$ cat src/hdl/rxrtp_pkg.sv
// Notes on behaviour
// RQ1 - checksum report flag posts event on bad checksum
// RQ2 - loss report flag posts event on sequence gap
// RQ3 - software keeps loss report off for UDP
// RQ4 - jitter initialized set by first jitter packet
// RQ5 - connection initialized set by first packet
// RQ6 - store low 24 bits of local timestamp
// RQ7 - hold last sequence number and RTP timestamp
// RQ8 - jitter kept as integer plus fraction frames
// RQ9 - packet counter increments per valid packet
// RQ10 - octet counter adds UDP length minus eight
// RQ11 - only include-jitter entries update jitter fields
// RQ12 - report flag posts marker and payload type
// RQ13 - decode three-bit split type
// RQ14 - decode four-bit voice coding info
// RQ15 - channel structure address in 32-byte units
// RQ16 - table is 128-byte aligned block
// RQ17 - table entry selects one of sixteen splits
// RQ18 - RTP index is marker then payload type
// RQ19 - UDP index is payload length capped 255
// RQ20 - table base pointer in 128-byte units
// RQ21 - RTP flag selects indexing mode
// RQ22 - jitter update fifteen sixteenths plus one sixteenth
// RQ23 - delete type discards without channel read
// RQ24 - counters wrap; code 1010 needs confirmation
package rxrtp_pkg;
  localparam int unsigned RXRTP_LOCAL_TS_W   = 24;
  localparam int unsigned RXRTP_SEQ_W        = 16;
  localparam int unsigned RXRTP_TS_W         = 32;
  localparam int unsigned RXRTP_PKT_CNT_W    = 16;
  localparam int unsigned RXRTP_OCT_CNT_W    = 32;
  localparam int unsigned RXRTP_JIT_FRAC_W   = 4;
  localparam int unsigned RXRTP_JIT_W        = 32;
  localparam int unsigned RXRTP_IDX_W        = 8;
  localparam int unsigned RXRTP_SPLIT_W      = 4;
  localparam int unsigned RXRTP_NSPLIT       = 16;
  localparam int unsigned RXRTP_ADDR_W       = 32;
  localparam int unsigned RXRTP_TBL_SHIFT    = 7;  // 128-byte units
  localparam int unsigned RXRTP_CHAN_SHIFT   = 5;  // 32-byte units
  localparam logic [15:0] RXRTP_UDP_HDR_LEN  = 16'h0008;
  localparam logic [15:0] RXRTP_IDX_CAP      = 16'h00FF;
  localparam int unsigned RXRTP_JIT_SHIFT    = 4;  // 1/16 weight
  // split types
  localparam logic [2:0] RXRTP_TYPE_PCM  = 3'h0;
  localparam logic [2:0] RXRTP_TYPE_HDLC = 3'h1;
  localparam logic [2:0] RXRTP_TYPE_CPU  = 3'h2;
  localparam logic [2:0] RXRTP_TYPE_DEL  = 3'h7;
  // routing result
  typedef enum logic [2:0] {
    RXRTP_RT_PCM  = 3'b000,
    RXRTP_RT_HDLC = 3'b001,
    RXRTP_RT_CPU  = 3'b010,
    RXRTP_RT_DEL  = 3'b011,
    RXRTP_RT_RSVD = 3'b100
  } rxrtp_route_e;
  // voice coding classes
  typedef enum logic [2:0] {
    RXRTP_VC_PCM   = 3'b000,
    RXRTP_VC_ADPCM = 3'b001,
    RXRTP_VC_CNI   = 3'b010,
    RXRTP_VC_LAW   = 3'b011,
    RXRTP_VC_CNE   = 3'b100,
    RXRTP_VC_RSVD  = 3'b101
  } rxrtp_vc_e;
  // event bits
  localparam int unsigned RXRTP_EV_INIT = 0;
  localparam int unsigned RXRTP_EV_LOSS = 1;
  localparam int unsigned RXRTP_EV_RPT  = 2;
  localparam int unsigned RXRTP_EV_UCE  = 3;
  localparam int unsigned RXRTP_EV_W    = 4;
  typedef enum logic [1:0] {
    RXRTP_ST_IDLE  = 2'b00,
    RXRTP_ST_TABLE = 2'b01,
    RXRTP_ST_SPLIT = 2'b10,
    RXRTP_ST_DONE  = 2'b11
  } rxrtp_state_e;
endpackage

$ cat src/hdl/rxrtp_if.sv
`timescale 1ns/1ns
// descriptors from upstream to classifier
interface rxrtp_if;
  import rxrtp_pkg::*;
  logic                        pkt_valid;
  logic                        pkt_ready;
  logic                        pkt_csum_bad;
  logic                        pkt_marker;
  logic [6:0]                  pkt_payload_type;
  logic [RXRTP_SEQ_W-1:0]      pkt_seq;
  logic [RXRTP_TS_W-1:0]       pkt_rtp_ts;
  logic [15:0]                 pkt_udp_len;
  logic [RXRTP_TS_W-1:0]       pkt_local_ts;
  modport upstream (output pkt_valid, pkt_csum_bad, pkt_marker, pkt_payload_type, pkt_seq,
                    pkt_rtp_ts, pkt_udp_len, pkt_local_ts, input pkt_ready);
  modport device   (input pkt_valid, pkt_csum_bad, pkt_marker, pkt_payload_type, pkt_seq,
                    pkt_rtp_ts, pkt_udp_len, pkt_local_ts, output pkt_ready);
endinterface

$ cat src/hdl/rxrtp_device.sv
// The address-and-strobe port and the register offsets are this design's own decisions.
`timescale 1ns/1ns
// receive connection classifier, one connection
module rxrtp_device
  import rxrtp_pkg::*;
(
  // clock and reset
  input  wire logic                     ref_clk_i,
  input  wire logic                     rst_b_i,
  input  wire logic                     clk_en_i,
  // packet link
  rxrtp_if.device                       link,
  // connection configuration
  input  wire logic                     rtp_mode_i,
  input  wire logic                     checksum_error_report_en_i,
  input  wire logic                     checksum_error_discard_en_i,
  input  wire logic                     seq_loss_report_en_i,
  input  wire logic [24:0]              table_base_i,
  input  wire logic                     conn_clear_i,
  // table memory write port
  input  wire logic                     tbl_we_i,
  input  wire logic [RXRTP_IDX_W-1:0]   tbl_addr_i,
  input  wire logic [RXRTP_SPLIT_W-1:0] tbl_data_i,
  // split entry write port
  input  wire logic                     split_we_i,
  input  wire logic [RXRTP_SPLIT_W-1:0] split_addr_i,
  input  wire logic                     split_ij_i,
  input  wire logic                     split_rpt_i,
  input  wire logic [2:0]               split_type_i,
  input  wire logic [3:0]               split_vc_i,
  input  wire logic [26:0]              split_chan_ptr_i,
  // connection state
  output logic                          conn_init_o,
  output logic                          jitter_initialized_o,
  output logic [RXRTP_SEQ_W-1:0]        last_seq_o,
  output logic [RXRTP_TS_W-1:0]         last_rtp_ts_o,
  output logic [RXRTP_LOCAL_TS_W-1:0]   last_local_ts_o,
  output logic [RXRTP_JIT_W-1:0]        jitter_o,
  output logic [RXRTP_PKT_CNT_W-1:0]    pkt_cnt_o,
  output logic [RXRTP_OCT_CNT_W-1:0]    oct_cnt_o,
  // table address and routing result
  output logic [RXRTP_ADDR_W-1:0]       tbl_byte_addr_o,
  output logic                          route_valid_o,
  output rxrtp_route_e                  route_o,
  output rxrtp_vc_e                     vc_o,
  output logic [RXRTP_ADDR_W-1:0]       chan_addr_o,
  // event report
  output logic                          ev_valid_o,
  output logic [RXRTP_EV_W-1:0]         ev_flags_o,
  output logic [RXRTP_IDX_W-1:0]        ev_index_o,
  output logic [RXRTP_SEQ_W-1:0]        ev_prev_seq_o,
  output logic [RXRTP_SEQ_W-1:0]        ev_cur_seq_o,
  output logic [RXRTP_LOCAL_TS_W-1:0]   ev_local_ts_o
);
  rxrtp_state_e                 state_r;
  logic [RXRTP_SPLIT_W-1:0]     tbl_mem [0:255];
  logic [36:0]                  split_mem [0:RXRTP_NSPLIT-1];
  logic                         csum_bad_r;
  logic                         marker_r;
  logic [6:0]                   pt_r;
  logic [RXRTP_SEQ_W-1:0]       seq_r;
  logic [RXRTP_TS_W-1:0]        rtp_ts_r;
  logic [15:0]                  udp_len_r;
  logic [RXRTP_LOCAL_TS_W-1:0]  local_ts_r;
  logic [RXRTP_IDX_W-1:0]       idx_r;
  logic [RXRTP_SPLIT_W-1:0]     split_sel_r;
  logic [36:0]                  entry;
  logic [15:0]                  pay_len;
  logic [RXRTP_IDX_W-1:0]       idx_nxt;
  logic                         entry_ij;
  logic                         entry_rpt;
  rxrtp_route_e                 dec_route;
  rxrtp_vc_e                    dec_vc;
  logic signed [RXRTP_TS_W:0]   d_diff;
  logic [RXRTP_TS_W-1:0]        d_abs;
  logic [RXRTP_JIT_W-1:0]       jit_nxt;
  logic                         accept;
  logic                         seq_gap;

  assign accept         = link.pkt_valid && link.pkt_ready;
  assign link.pkt_ready = (state_r == RXRTP_ST_IDLE) && clk_en_i;
  assign entry          = split_mem[split_sel_r];
  assign entry_ij       = entry[36];
  assign entry_rpt      = entry[35];
  assign pay_len        = link.pkt_udp_len - RXRTP_UDP_HDR_LEN;
  assign seq_gap        = conn_init_o && (seq_r != last_seq_o + 16'h0001);

  // index: marker and payload type, or capped length
  always_comb begin
    if (rtp_mode_i) begin                                       // RQ21
      idx_nxt = {link.pkt_marker, link.pkt_payload_type};       // RQ18
    end else if (pay_len >= RXRTP_IDX_CAP) begin
      idx_nxt = RXRTP_IDX_CAP[7:0];                             // RQ19
    end else begin
      idx_nxt = pay_len[7:0];
    end
  end

  // jitter: transit difference, one local tick per frame
  always_comb begin
    d_diff  = $signed({1'b0, rtp_ts_r - last_rtp_ts_o})
            - $signed({1'b0, 8'h00, local_ts_r - last_local_ts_o});
    d_abs   = d_diff[RXRTP_TS_W] ? RXRTP_TS_W'(-d_diff) : d_diff[RXRTP_TS_W-1:0];
    jit_nxt = jitter_o - (jitter_o >> RXRTP_JIT_SHIFT)          // RQ22
            + ((d_abs << RXRTP_JIT_FRAC_W) >> RXRTP_JIT_SHIFT); // RQ8
  end

  rxrtp_split_decode u_dec (
    .split_type_i        (entry[34:32]),
    .voice_coding_info_i (entry[31:28]),
    .route_o             (dec_route),
    .vc_o                (dec_vc)
  );

  // software-loaded table and split entries
  always_ff @(posedge ref_clk_i) begin
    if (clk_en_i && tbl_we_i) begin
      tbl_mem[tbl_addr_i] <= tbl_data_i;
    end
    if (clk_en_i && split_we_i) begin
      split_mem[split_addr_i] <= {split_ij_i, split_rpt_i, split_type_i, split_vc_i,
                                  split_chan_ptr_i[26:0], 1'b0};
    end
  end

  // sequencer: capture, table read, split decode, done
  always_ff @(posedge ref_clk_i or negedge rst_b_i) begin
    if (!rst_b_i) begin
      state_r <= RXRTP_ST_IDLE;
    end else if (clk_en_i) begin
      case (state_r)
        RXRTP_ST_IDLE: begin
          if (accept) state_r <= RXRTP_ST_TABLE;
        end
        RXRTP_ST_TABLE: begin
          if (csum_bad_r && checksum_error_discard_en_i) state_r <= RXRTP_ST_DONE;
          else state_r <= RXRTP_ST_SPLIT;
        end
        RXRTP_ST_SPLIT: state_r <= RXRTP_ST_DONE;
        RXRTP_ST_DONE:  state_r <= RXRTP_ST_IDLE;
        default:        state_r <= RXRTP_ST_IDLE;
      endcase
    end
  end

  // packet capture and table lookup
  always_ff @(posedge ref_clk_i or negedge rst_b_i) begin
    if (!rst_b_i) begin
      csum_bad_r  <= 1'b0;
      marker_r    <= 1'b0;
      pt_r        <= 7'h00;
      seq_r       <= 16'h0000;
      rtp_ts_r    <= 32'h0000_0000;
      udp_len_r   <= 16'h0000;
      local_ts_r  <= 24'h00_0000;
      idx_r       <= 8'h00;
      split_sel_r <= 4'h0;
    end else if (clk_en_i) begin
      if (accept) begin
        csum_bad_r <= link.pkt_csum_bad;
        marker_r   <= link.pkt_marker;
        pt_r       <= link.pkt_payload_type;
        seq_r      <= link.pkt_seq;
        rtp_ts_r   <= link.pkt_rtp_ts;
        udp_len_r  <= link.pkt_udp_len;
        local_ts_r <= link.pkt_local_ts[RXRTP_LOCAL_TS_W-1:0];    // RQ6
        idx_r      <= idx_nxt;
      end
      if (state_r == RXRTP_ST_TABLE) begin
        split_sel_r <= tbl_mem[idx_r];                          // RQ17
      end
    end
  end

  // connection structure update
  always_ff @(posedge ref_clk_i or negedge rst_b_i) begin
    if (!rst_b_i) begin
      conn_init_o          <= 1'b0;
      jitter_initialized_o <= 1'b0;
      last_seq_o           <= 16'h0000;
      last_rtp_ts_o        <= 32'h0000_0000;
      last_local_ts_o      <= 24'h00_0000;
      jitter_o             <= 32'h0000_0000;
      pkt_cnt_o            <= 16'h0000;
      oct_cnt_o            <= 32'h0000_0000;
    end else if (clk_en_i) begin
      if (conn_clear_i) begin
        conn_init_o          <= 1'b0;
        jitter_initialized_o <= 1'b0;
      end
      if (state_r == RXRTP_ST_SPLIT) begin
        conn_init_o <= 1'b1;                                    // RQ5
        pkt_cnt_o   <= pkt_cnt_o + 16'h0001;                    // RQ9 RQ24
        oct_cnt_o   <= oct_cnt_o + {16'h0000, udp_len_r - RXRTP_UDP_HDR_LEN}; // RQ10
        if (entry_ij) begin                                     // RQ11
          jitter_initialized_o <= 1'b1;                         // RQ4
          last_seq_o           <= seq_r;                        // RQ7
          last_rtp_ts_o        <= rtp_ts_r;                     // RQ7
          last_local_ts_o      <= local_ts_r;                   // RQ6
          if (jitter_initialized_o) jitter_o <= jit_nxt;        // RQ22
        end
      end
    end
  end

  // routing and event reports
  always_ff @(posedge ref_clk_i or negedge rst_b_i) begin
    if (!rst_b_i) begin
      tbl_byte_addr_o <= 32'h0000_0000;
      route_valid_o   <= 1'b0;
      route_o         <= RXRTP_RT_DEL;
      vc_o            <= RXRTP_VC_PCM;
      chan_addr_o     <= 32'h0000_0000;
      ev_valid_o      <= 1'b0;
      ev_flags_o      <= 4'h0;
      ev_index_o      <= 8'h00;
      ev_prev_seq_o   <= 16'h0000;
      ev_cur_seq_o    <= 16'h0000;
      ev_local_ts_o   <= 24'h00_0000;
    end else if (clk_en_i) begin
      route_valid_o <= 1'b0;
      ev_valid_o    <= 1'b0;
      if (state_r == RXRTP_ST_TABLE) begin
        tbl_byte_addr_o <= {table_base_i, idx_r[7:1]};          // RQ20 RQ16
        // a discard still reports
        if (csum_bad_r && checksum_error_discard_en_i) begin
          ev_valid_o    <= checksum_error_report_en_i;          // RQ1
          ev_flags_o    <= 4'h1 << RXRTP_EV_UCE;
          ev_index_o    <= idx_r;
          ev_cur_seq_o  <= seq_r;
          ev_local_ts_o <= local_ts_r;
        end
      end
      if (state_r == RXRTP_ST_SPLIT) begin
        route_valid_o <= 1'b1;
        route_o       <= dec_route;                             // RQ13
        vc_o          <= dec_vc;                                // RQ14
        // delete yields no channel address
        chan_addr_o   <= (dec_route == RXRTP_RT_DEL) ? 32'h0000_0000
                         : {entry[27:1], 5'h00};                // RQ15 RQ23
        ev_flags_o[RXRTP_EV_INIT] <= !conn_init_o;
        ev_flags_o[RXRTP_EV_LOSS] <= seq_loss_report_en_i && entry_ij && seq_gap; // RQ2 RQ3
        ev_flags_o[RXRTP_EV_RPT]  <= entry_rpt;                 // RQ12
        ev_flags_o[RXRTP_EV_UCE]  <= checksum_error_report_en_i && csum_bad_r; // RQ1
        ev_valid_o    <= !conn_init_o || (seq_loss_report_en_i && entry_ij && seq_gap)
                         || entry_rpt || (checksum_error_report_en_i && csum_bad_r);
        ev_index_o    <= idx_r;
        ev_prev_seq_o <= last_seq_o;
        ev_cur_seq_o  <= seq_r;
        ev_local_ts_o <= local_ts_r;
      end
    end
  end
endmodule

$ cat src/hdl/rxrtp_split_decode.sv
`timescale 1ns/1ns
// decodes one split entry into route and voice coding class
module rxrtp_split_decode
  import rxrtp_pkg::*;
(
  // split entry fields
  input  wire logic [2:0] split_type_i,
  input  wire logic [3:0] voice_coding_info_i,
  // decoded
  output rxrtp_route_e    route_o,
  output rxrtp_vc_e       vc_o
);
  // type decode
  always_comb begin
    case (split_type_i)
      RXRTP_TYPE_PCM:  route_o = RXRTP_RT_PCM;  // RQ13
      RXRTP_TYPE_HDLC: route_o = RXRTP_RT_HDLC; // RQ13
      RXRTP_TYPE_CPU:  route_o = RXRTP_RT_CPU;  // RQ13
      RXRTP_TYPE_DEL:  route_o = RXRTP_RT_DEL;  // RQ23
      default:         route_o = RXRTP_RT_RSVD;
    endcase
  end
  // coding decode; 1010 taken as law conversion
  always_comb begin
    case (voice_coding_info_i)
      4'h0:                   vc_o = RXRTP_VC_PCM;   // RQ14
      4'h1, 4'h2, 4'h3, 4'h4: vc_o = RXRTP_VC_ADPCM; // RQ14
      4'h5:                   vc_o = RXRTP_VC_CNI;   // RQ14
      4'h8, 4'h9, 4'hA, 4'hB: vc_o = RXRTP_VC_LAW;   // RQ24
      4'hC:                   vc_o = RXRTP_VC_CNE;   // RQ14
      default:                vc_o = RXRTP_VC_RSVD;
    endcase
  end
endmodule

$ cat src/flat_wrapper.sv
// flat-port wrapper written by rule: the top's interface ports become plain ports
module rxrtp_device_flat import rxrtp_pkg::*;
  (ref_clk_i, rst_b_i, clk_en_i, rtp_mode_i, checksum_error_report_en_i, checksum_error_discard_en_i, seq_loss_report_en_i, table_base_i, conn_clear_i, tbl_we_i, tbl_addr_i, tbl_data_i, split_we_i, split_addr_i, split_ij_i, split_rpt_i, split_type_i, split_vc_i, split_chan_ptr_i, conn_init_o, jitter_initialized_o, last_seq_o, last_rtp_ts_o, last_local_ts_o, jitter_o, pkt_cnt_o, oct_cnt_o, tbl_byte_addr_o, route_valid_o, route_o, vc_o, chan_addr_o, ev_valid_o, ev_flags_o, ev_index_o, ev_prev_seq_o, ev_cur_seq_o, ev_local_ts_o, link_pkt_valid, link_pkt_csum_bad, link_pkt_marker, link_pkt_payload_type, link_pkt_seq, link_pkt_rtp_ts, link_pkt_udp_len, link_pkt_local_ts, link_pkt_ready);
  rxrtp_if link_i ();
  input  wire logic ref_clk_i;
  input  wire logic rst_b_i;
  input  wire logic clk_en_i;
  input  wire logic rtp_mode_i;
  input  wire logic checksum_error_report_en_i;
  input  wire logic checksum_error_discard_en_i;
  input  wire logic seq_loss_report_en_i;
  input  wire logic [24:0] table_base_i;
  input  wire logic conn_clear_i;
  input  wire logic tbl_we_i;
  input  wire logic [RXRTP_IDX_W-1:0] tbl_addr_i;
  input  wire logic [RXRTP_SPLIT_W-1:0] tbl_data_i;
  input  wire logic split_we_i;
  input  wire logic [RXRTP_SPLIT_W-1:0] split_addr_i;
  input  wire logic split_ij_i;
  input  wire logic split_rpt_i;
  input  wire logic [2:0] split_type_i;
  input  wire logic [3:0] split_vc_i;
  input  wire logic [26:0] split_chan_ptr_i;
  output logic conn_init_o;
  output logic jitter_initialized_o;
  output logic [RXRTP_SEQ_W-1:0] last_seq_o;
  output logic [RXRTP_TS_W-1:0] last_rtp_ts_o;
  output logic [RXRTP_LOCAL_TS_W-1:0] last_local_ts_o;
  output logic [RXRTP_JIT_W-1:0] jitter_o;
  output logic [RXRTP_PKT_CNT_W-1:0] pkt_cnt_o;
  output logic [RXRTP_OCT_CNT_W-1:0] oct_cnt_o;
  output logic [RXRTP_ADDR_W-1:0] tbl_byte_addr_o;
  output logic route_valid_o;
  output rxrtp_route_e route_o;
  output rxrtp_vc_e vc_o;
  output logic [RXRTP_ADDR_W-1:0] chan_addr_o;
  output logic ev_valid_o;
  output logic [RXRTP_EV_W-1:0] ev_flags_o;
  output logic [RXRTP_IDX_W-1:0] ev_index_o;
  output logic [RXRTP_SEQ_W-1:0] ev_prev_seq_o;
  output logic [RXRTP_SEQ_W-1:0] ev_cur_seq_o;
  output logic [RXRTP_LOCAL_TS_W-1:0] ev_local_ts_o;
  input wire logic [$bits(link_i.pkt_valid)-1:0] link_pkt_valid;
  input wire logic [$bits(link_i.pkt_csum_bad)-1:0] link_pkt_csum_bad;
  input wire logic [$bits(link_i.pkt_marker)-1:0] link_pkt_marker;
  input wire logic [$bits(link_i.pkt_payload_type)-1:0] link_pkt_payload_type;
  input wire logic [$bits(link_i.pkt_seq)-1:0] link_pkt_seq;
  input wire logic [$bits(link_i.pkt_rtp_ts)-1:0] link_pkt_rtp_ts;
  input wire logic [$bits(link_i.pkt_udp_len)-1:0] link_pkt_udp_len;
  input wire logic [$bits(link_i.pkt_local_ts)-1:0] link_pkt_local_ts;
  output wire logic [$bits(link_i.pkt_ready)-1:0] link_pkt_ready;
  assign link_i.pkt_valid = link_pkt_valid;
  assign link_i.pkt_csum_bad = link_pkt_csum_bad;
  assign link_i.pkt_marker = link_pkt_marker;
  assign link_i.pkt_payload_type = link_pkt_payload_type;
  assign link_i.pkt_seq = link_pkt_seq;
  assign link_i.pkt_rtp_ts = link_pkt_rtp_ts;
  assign link_i.pkt_udp_len = link_pkt_udp_len;
  assign link_i.pkt_local_ts = link_pkt_local_ts;
  assign link_pkt_ready = link_i.pkt_ready;
  rxrtp_device u_core (.ref_clk_i(ref_clk_i), .rst_b_i(rst_b_i), .clk_en_i(clk_en_i), .link(link_i), .rtp_mode_i(rtp_mode_i), .checksum_error_report_en_i(checksum_error_report_en_i), .checksum_error_discard_en_i(checksum_error_discard_en_i), .seq_loss_report_en_i(seq_loss_report_en_i), .table_base_i(table_base_i), .conn_clear_i(conn_clear_i), .tbl_we_i(tbl_we_i), .tbl_addr_i(tbl_addr_i), .tbl_data_i(tbl_data_i), .split_we_i(split_we_i), .split_addr_i(split_addr_i), .split_ij_i(split_ij_i), .split_rpt_i(split_rpt_i), .split_type_i(split_type_i), .split_vc_i(split_vc_i), .split_chan_ptr_i(split_chan_ptr_i), .conn_init_o(conn_init_o), .jitter_initialized_o(jitter_initialized_o), .last_seq_o(last_seq_o), .last_rtp_ts_o(last_rtp_ts_o), .last_local_ts_o(last_local_ts_o), .jitter_o(jitter_o), .pkt_cnt_o(pkt_cnt_o), .oct_cnt_o(oct_cnt_o), .tbl_byte_addr_o(tbl_byte_addr_o), .route_valid_o(route_valid_o), .route_o(route_o), .vc_o(vc_o), .chan_addr_o(chan_addr_o), .ev_valid_o(ev_valid_o), .ev_flags_o(ev_flags_o), .ev_index_o(ev_index_o), .ev_prev_seq_o(ev_prev_seq_o), .ev_cur_seq_o(ev_cur_seq_o), .ev_local_ts_o(ev_local_ts_o));
endmodule
$ cat config.mk
export PLATFORM = sky130hd
export DESIGN_NAME = rxrtp_device_flat
export DESIGN_NICKNAME = d
export VERILOG_FILES = /design/src/hdl/rxrtp_pkg.sv /design/src/hdl/rxrtp_if.sv /design/src/hdl/rxrtp_device.sv /design/src/hdl/rxrtp_split_decode.sv /design/src/flat_wrapper.sv
export SDC_FILE = /design/constraint.sdc
export NUM_CORES = 2
export LEC_CHECK = 0
export BUFFER_PORTS_ARGS = -buffer_cell sky130_fd_sc_hd__buf_2
export CAP_MARGIN = 15
export CORE_UTILIZATION = 55
export CTS_CLUSTER_DIAMETER = 80
export DETAILED_ROUTE_END_ITERATION = 12
export PLACE_DENSITY = 0.81
export SYNTH_ARGS = -nofsm -noshare
export SYNTH_HDL_FRONTEND = slang
export SYNTH_HIERARCHICAL = 1
export SYNTH_SLANG_ARGS = --single-unit
export TNS_END_PERCENT = 5
$ cat constraint.sdc
create_clock -name ref_clk_i -period 8.2 [get_ports ref_clk_i]
set_clock_uncertainty 0.1 [all_clocks]
set_input_delay 0.41 -clock ref_clk_i [delete_from_list [all_inputs] [get_ports ref_clk_i]]
set_output_delay 0.41 -clock ref_clk_i [all_outputs]
set_load 0.05 [all_outputs]
==> reports/results.txt <==
FF+latch count, synth - 1,992
Avg Cell Area, Syn - 16.8 um2
Primary FF master, synth - edfxtp_1
Clk sink count - 1,992
Core footprint - 154,000 um2
Global Route Usage Sum - 29.9%
CTS Buf Count - 190
Cell family with most CP delay - compound AO/OA/AOI/OAI gates
Synthesized cell area - 85,200 um2
Synth async-reset ratio - 19.7%
Count leader, synth - edfxtp_1
Min-Delay Path Class - primary input to flop
WL/cell - 29.1 um
Placed Area - 90,800 um2
Max-slew violations - 0
FF-to-FF path depth - 44
Die Span X - 396 um
Seq/Total Area, Yosys - 67.9%
Die height - 396 um
Final Instance Count excl. Fillers - 8,104
Max stage delay on crit path - 610 ps
Final setup fails - 0
Synth unique cells - 80
Post-Route WL - 236 mm
Antenna Violating Nets Remaining - 0
Worst-Margin Slew - 1240 ps
Req. time, crit path - 8850 ps
Gpl congestion - 0.925
# fillers - 9,789
Critical path type - flop to flop
Largest net degree at the start of global routing - 159
TritonCTS clock tree - done
Design area - 99,800 um2
P&R area growth vs syn - 17.1%
Peak Freq - 122 MHz
Share of cells above drive strength 1 - 29.4%
Clock slew at reported path FFs - 60 ps
Starting Density - 55.4%
Hold slack final - 53.2 ps
CTS Buffer Depth - 3
Yosys top cell area share - 56.4%
Total gr overflow - 0
Clock Tree Root - clkbuf_16
Crit path time final - 8200 ps
Fin. Hold Viols - 0
Vias - 51,959
DRC - 0
EDFF count, synth - 1,600
Nets - 6,236
Top cells by count, synth - edfxtp_1 (1,600), mux4_2 (520), nand2_1 (394)
Critical Path Sink Type - flop
CP Data Arrival Time - 8850 ps
Outcome - finished, final reports clean
Post-DP HPWL - 137 mm
Final Core Density - 64.9%
H-tree levels - 4
Hold path depth - 1
Via/cell ratio - 6.41
Synth area leader - edfxtp_1
Vias in the first global route - 52,351
Die area - 156,000 um2
Period utilization - 100%
TritonRoute pass-1 iters - 6
Rows - 144
Clk_lat worst skew - 840 ps
Most area-consuming cells after synthesis - edfxtp_1 (56%), mux4_2 (14%), dfrtp_1 (11%), mux2_2 (2.3%), ha_1 (2.0%)
Slew HR - 16.8%
Initial DRC Count - 6,363
Most frequent CP cell - buf_4
RSZ-0062 raised after global routing - yes
CP max FO - 4
Count of mapped cells out of synthesis - 5,072
Slowest-stage cell, CP - or4_4
Io pins - 488
Synth Warn # - 6
CP startpoint kind - flop
Stages on the worst setup path - 44
Max-cap check violation count - 0
Port bufs - 474
CP bufs+invs - 12
First-pass GRT wire length - 344 mm
Dpl cells - 7,532
Initial antenna violation count - 30
metal layers:
layer  part of all wire, %  track usage, %
met1                    35            37.9
met2                    49            49.2
met3                   9.6            5.81
met4                   6.2            15.5
met5                 0.045               0
layout make-up:
cell class,instances,area [um2],area share (%)
Sequential cell,1992,57900,58.0
Multi-Input combinational cell,2624,26100,26.2
Timing Repair Buffer,846,5760,5.77
Clock buffer,238,5100,5.11
Tap cell,2044,2560,2.56
Clock inverter,118,1500,1.50
Inverter,223,838,0.840
Antenna cell,19,47.5,0.0476
kinds of logic after synthesis:
family | synth area share [%]
AOI/OAI and AO/OA | 3.73
xor gates and xnor gates | 1.99
adders and majority gates | 2.72
buffers and inverters | 2.11
DFF | 67.9
muxes | 16.1
other | 0.00440
and+or+nand+nor | 5.39
worst paths after layout:
kind	from	endpoint	slack, ps
max	u_core/local_ts_r[0]$_DFFE_PN0P_	u_core/jitter_o[28]$_DFFE_PN0P_	2
min	tbl_data_i[1]	u_core/tbl_mem[124][1]$_DFFE_PP_	50
max reg2reg	u_core/local_ts_r[0]$_DFFE_PN0P_	u_core/jitter_o[28]$_DFFE_PN0P_	2
min reg2reg	u_core/chan_addr_o[18]$_DFFE_PN0P_	u_core/chan_addr_o[18]$_DFFE_PN0P_	380
max in group asynchronous	rst_b_i	u_core/split_sel_r[0]$_DFFE_PN0P_	6400
min in group asynchronous	rst_b_i	u_core/tbl_byte_addr_o[13]$_DFFE_PN0P_	60
per-stage QoR:
stage	worst slack, ps	TNS [ps]
floorplan	7.26	0
global placement	-352	-2780
detailed placement	-530	-5420
CTS	-45.5	-135
global route	-283	-2870
finish	2.34	0
flip-flops by register name, summed over array words and instances (netlist names), 24 cells and up:
name and count:
u_core/local_ts_r 24, u_core/rtp_ts_r 32, u_core/chan_addr_o 27, u_core/oct_cnt_o 32, u_core/jitter_o 32, u_core/split_mem 576, u_core/last_rtp_ts_o 32, u_core/tbl_byte_addr_o 32
u_core/last_local_ts_o 24, u_core/tbl_mem 1024, u_core/ev_local_ts_o 24
layout by cell type, fill, tap and decap left out, types with 35 or more instances in the layout:
master	synthesis	final
clkbuf_1	169	35
mux4_2	520	520
nor2_1	371	354
mux2_2	175	175
clkbuf_16	0	194
xor2_1	87	86
dlygate4sd3_1	0	170
dfrtp_1	390	380
inv_1	223	217
ha_1	134	126
nand3_1	66	66
buf_4	7	191
buf_2	28	469
a21oi_1	95	90
a21o_1	41	41
nand2_1	394	391
o21ai_0	195	182
xnor2_1	107	103
edfxtp_1	1600	1600
what timing repair did:
item | in CTS | in global routing
gates resized for setup | 45 | 44
setup buffers | 21 | 5
cloned | 1 | 0
endpoints found under the setup margin | 20 | 23
hold buffers | 169 | 1
pin swaps | 37 | 49
endpoints found under the hold margin | 792 | 59
Power is not shown: default switching activity piles up to over one toggle a cycle in this logic, so the estimate is an artifact.
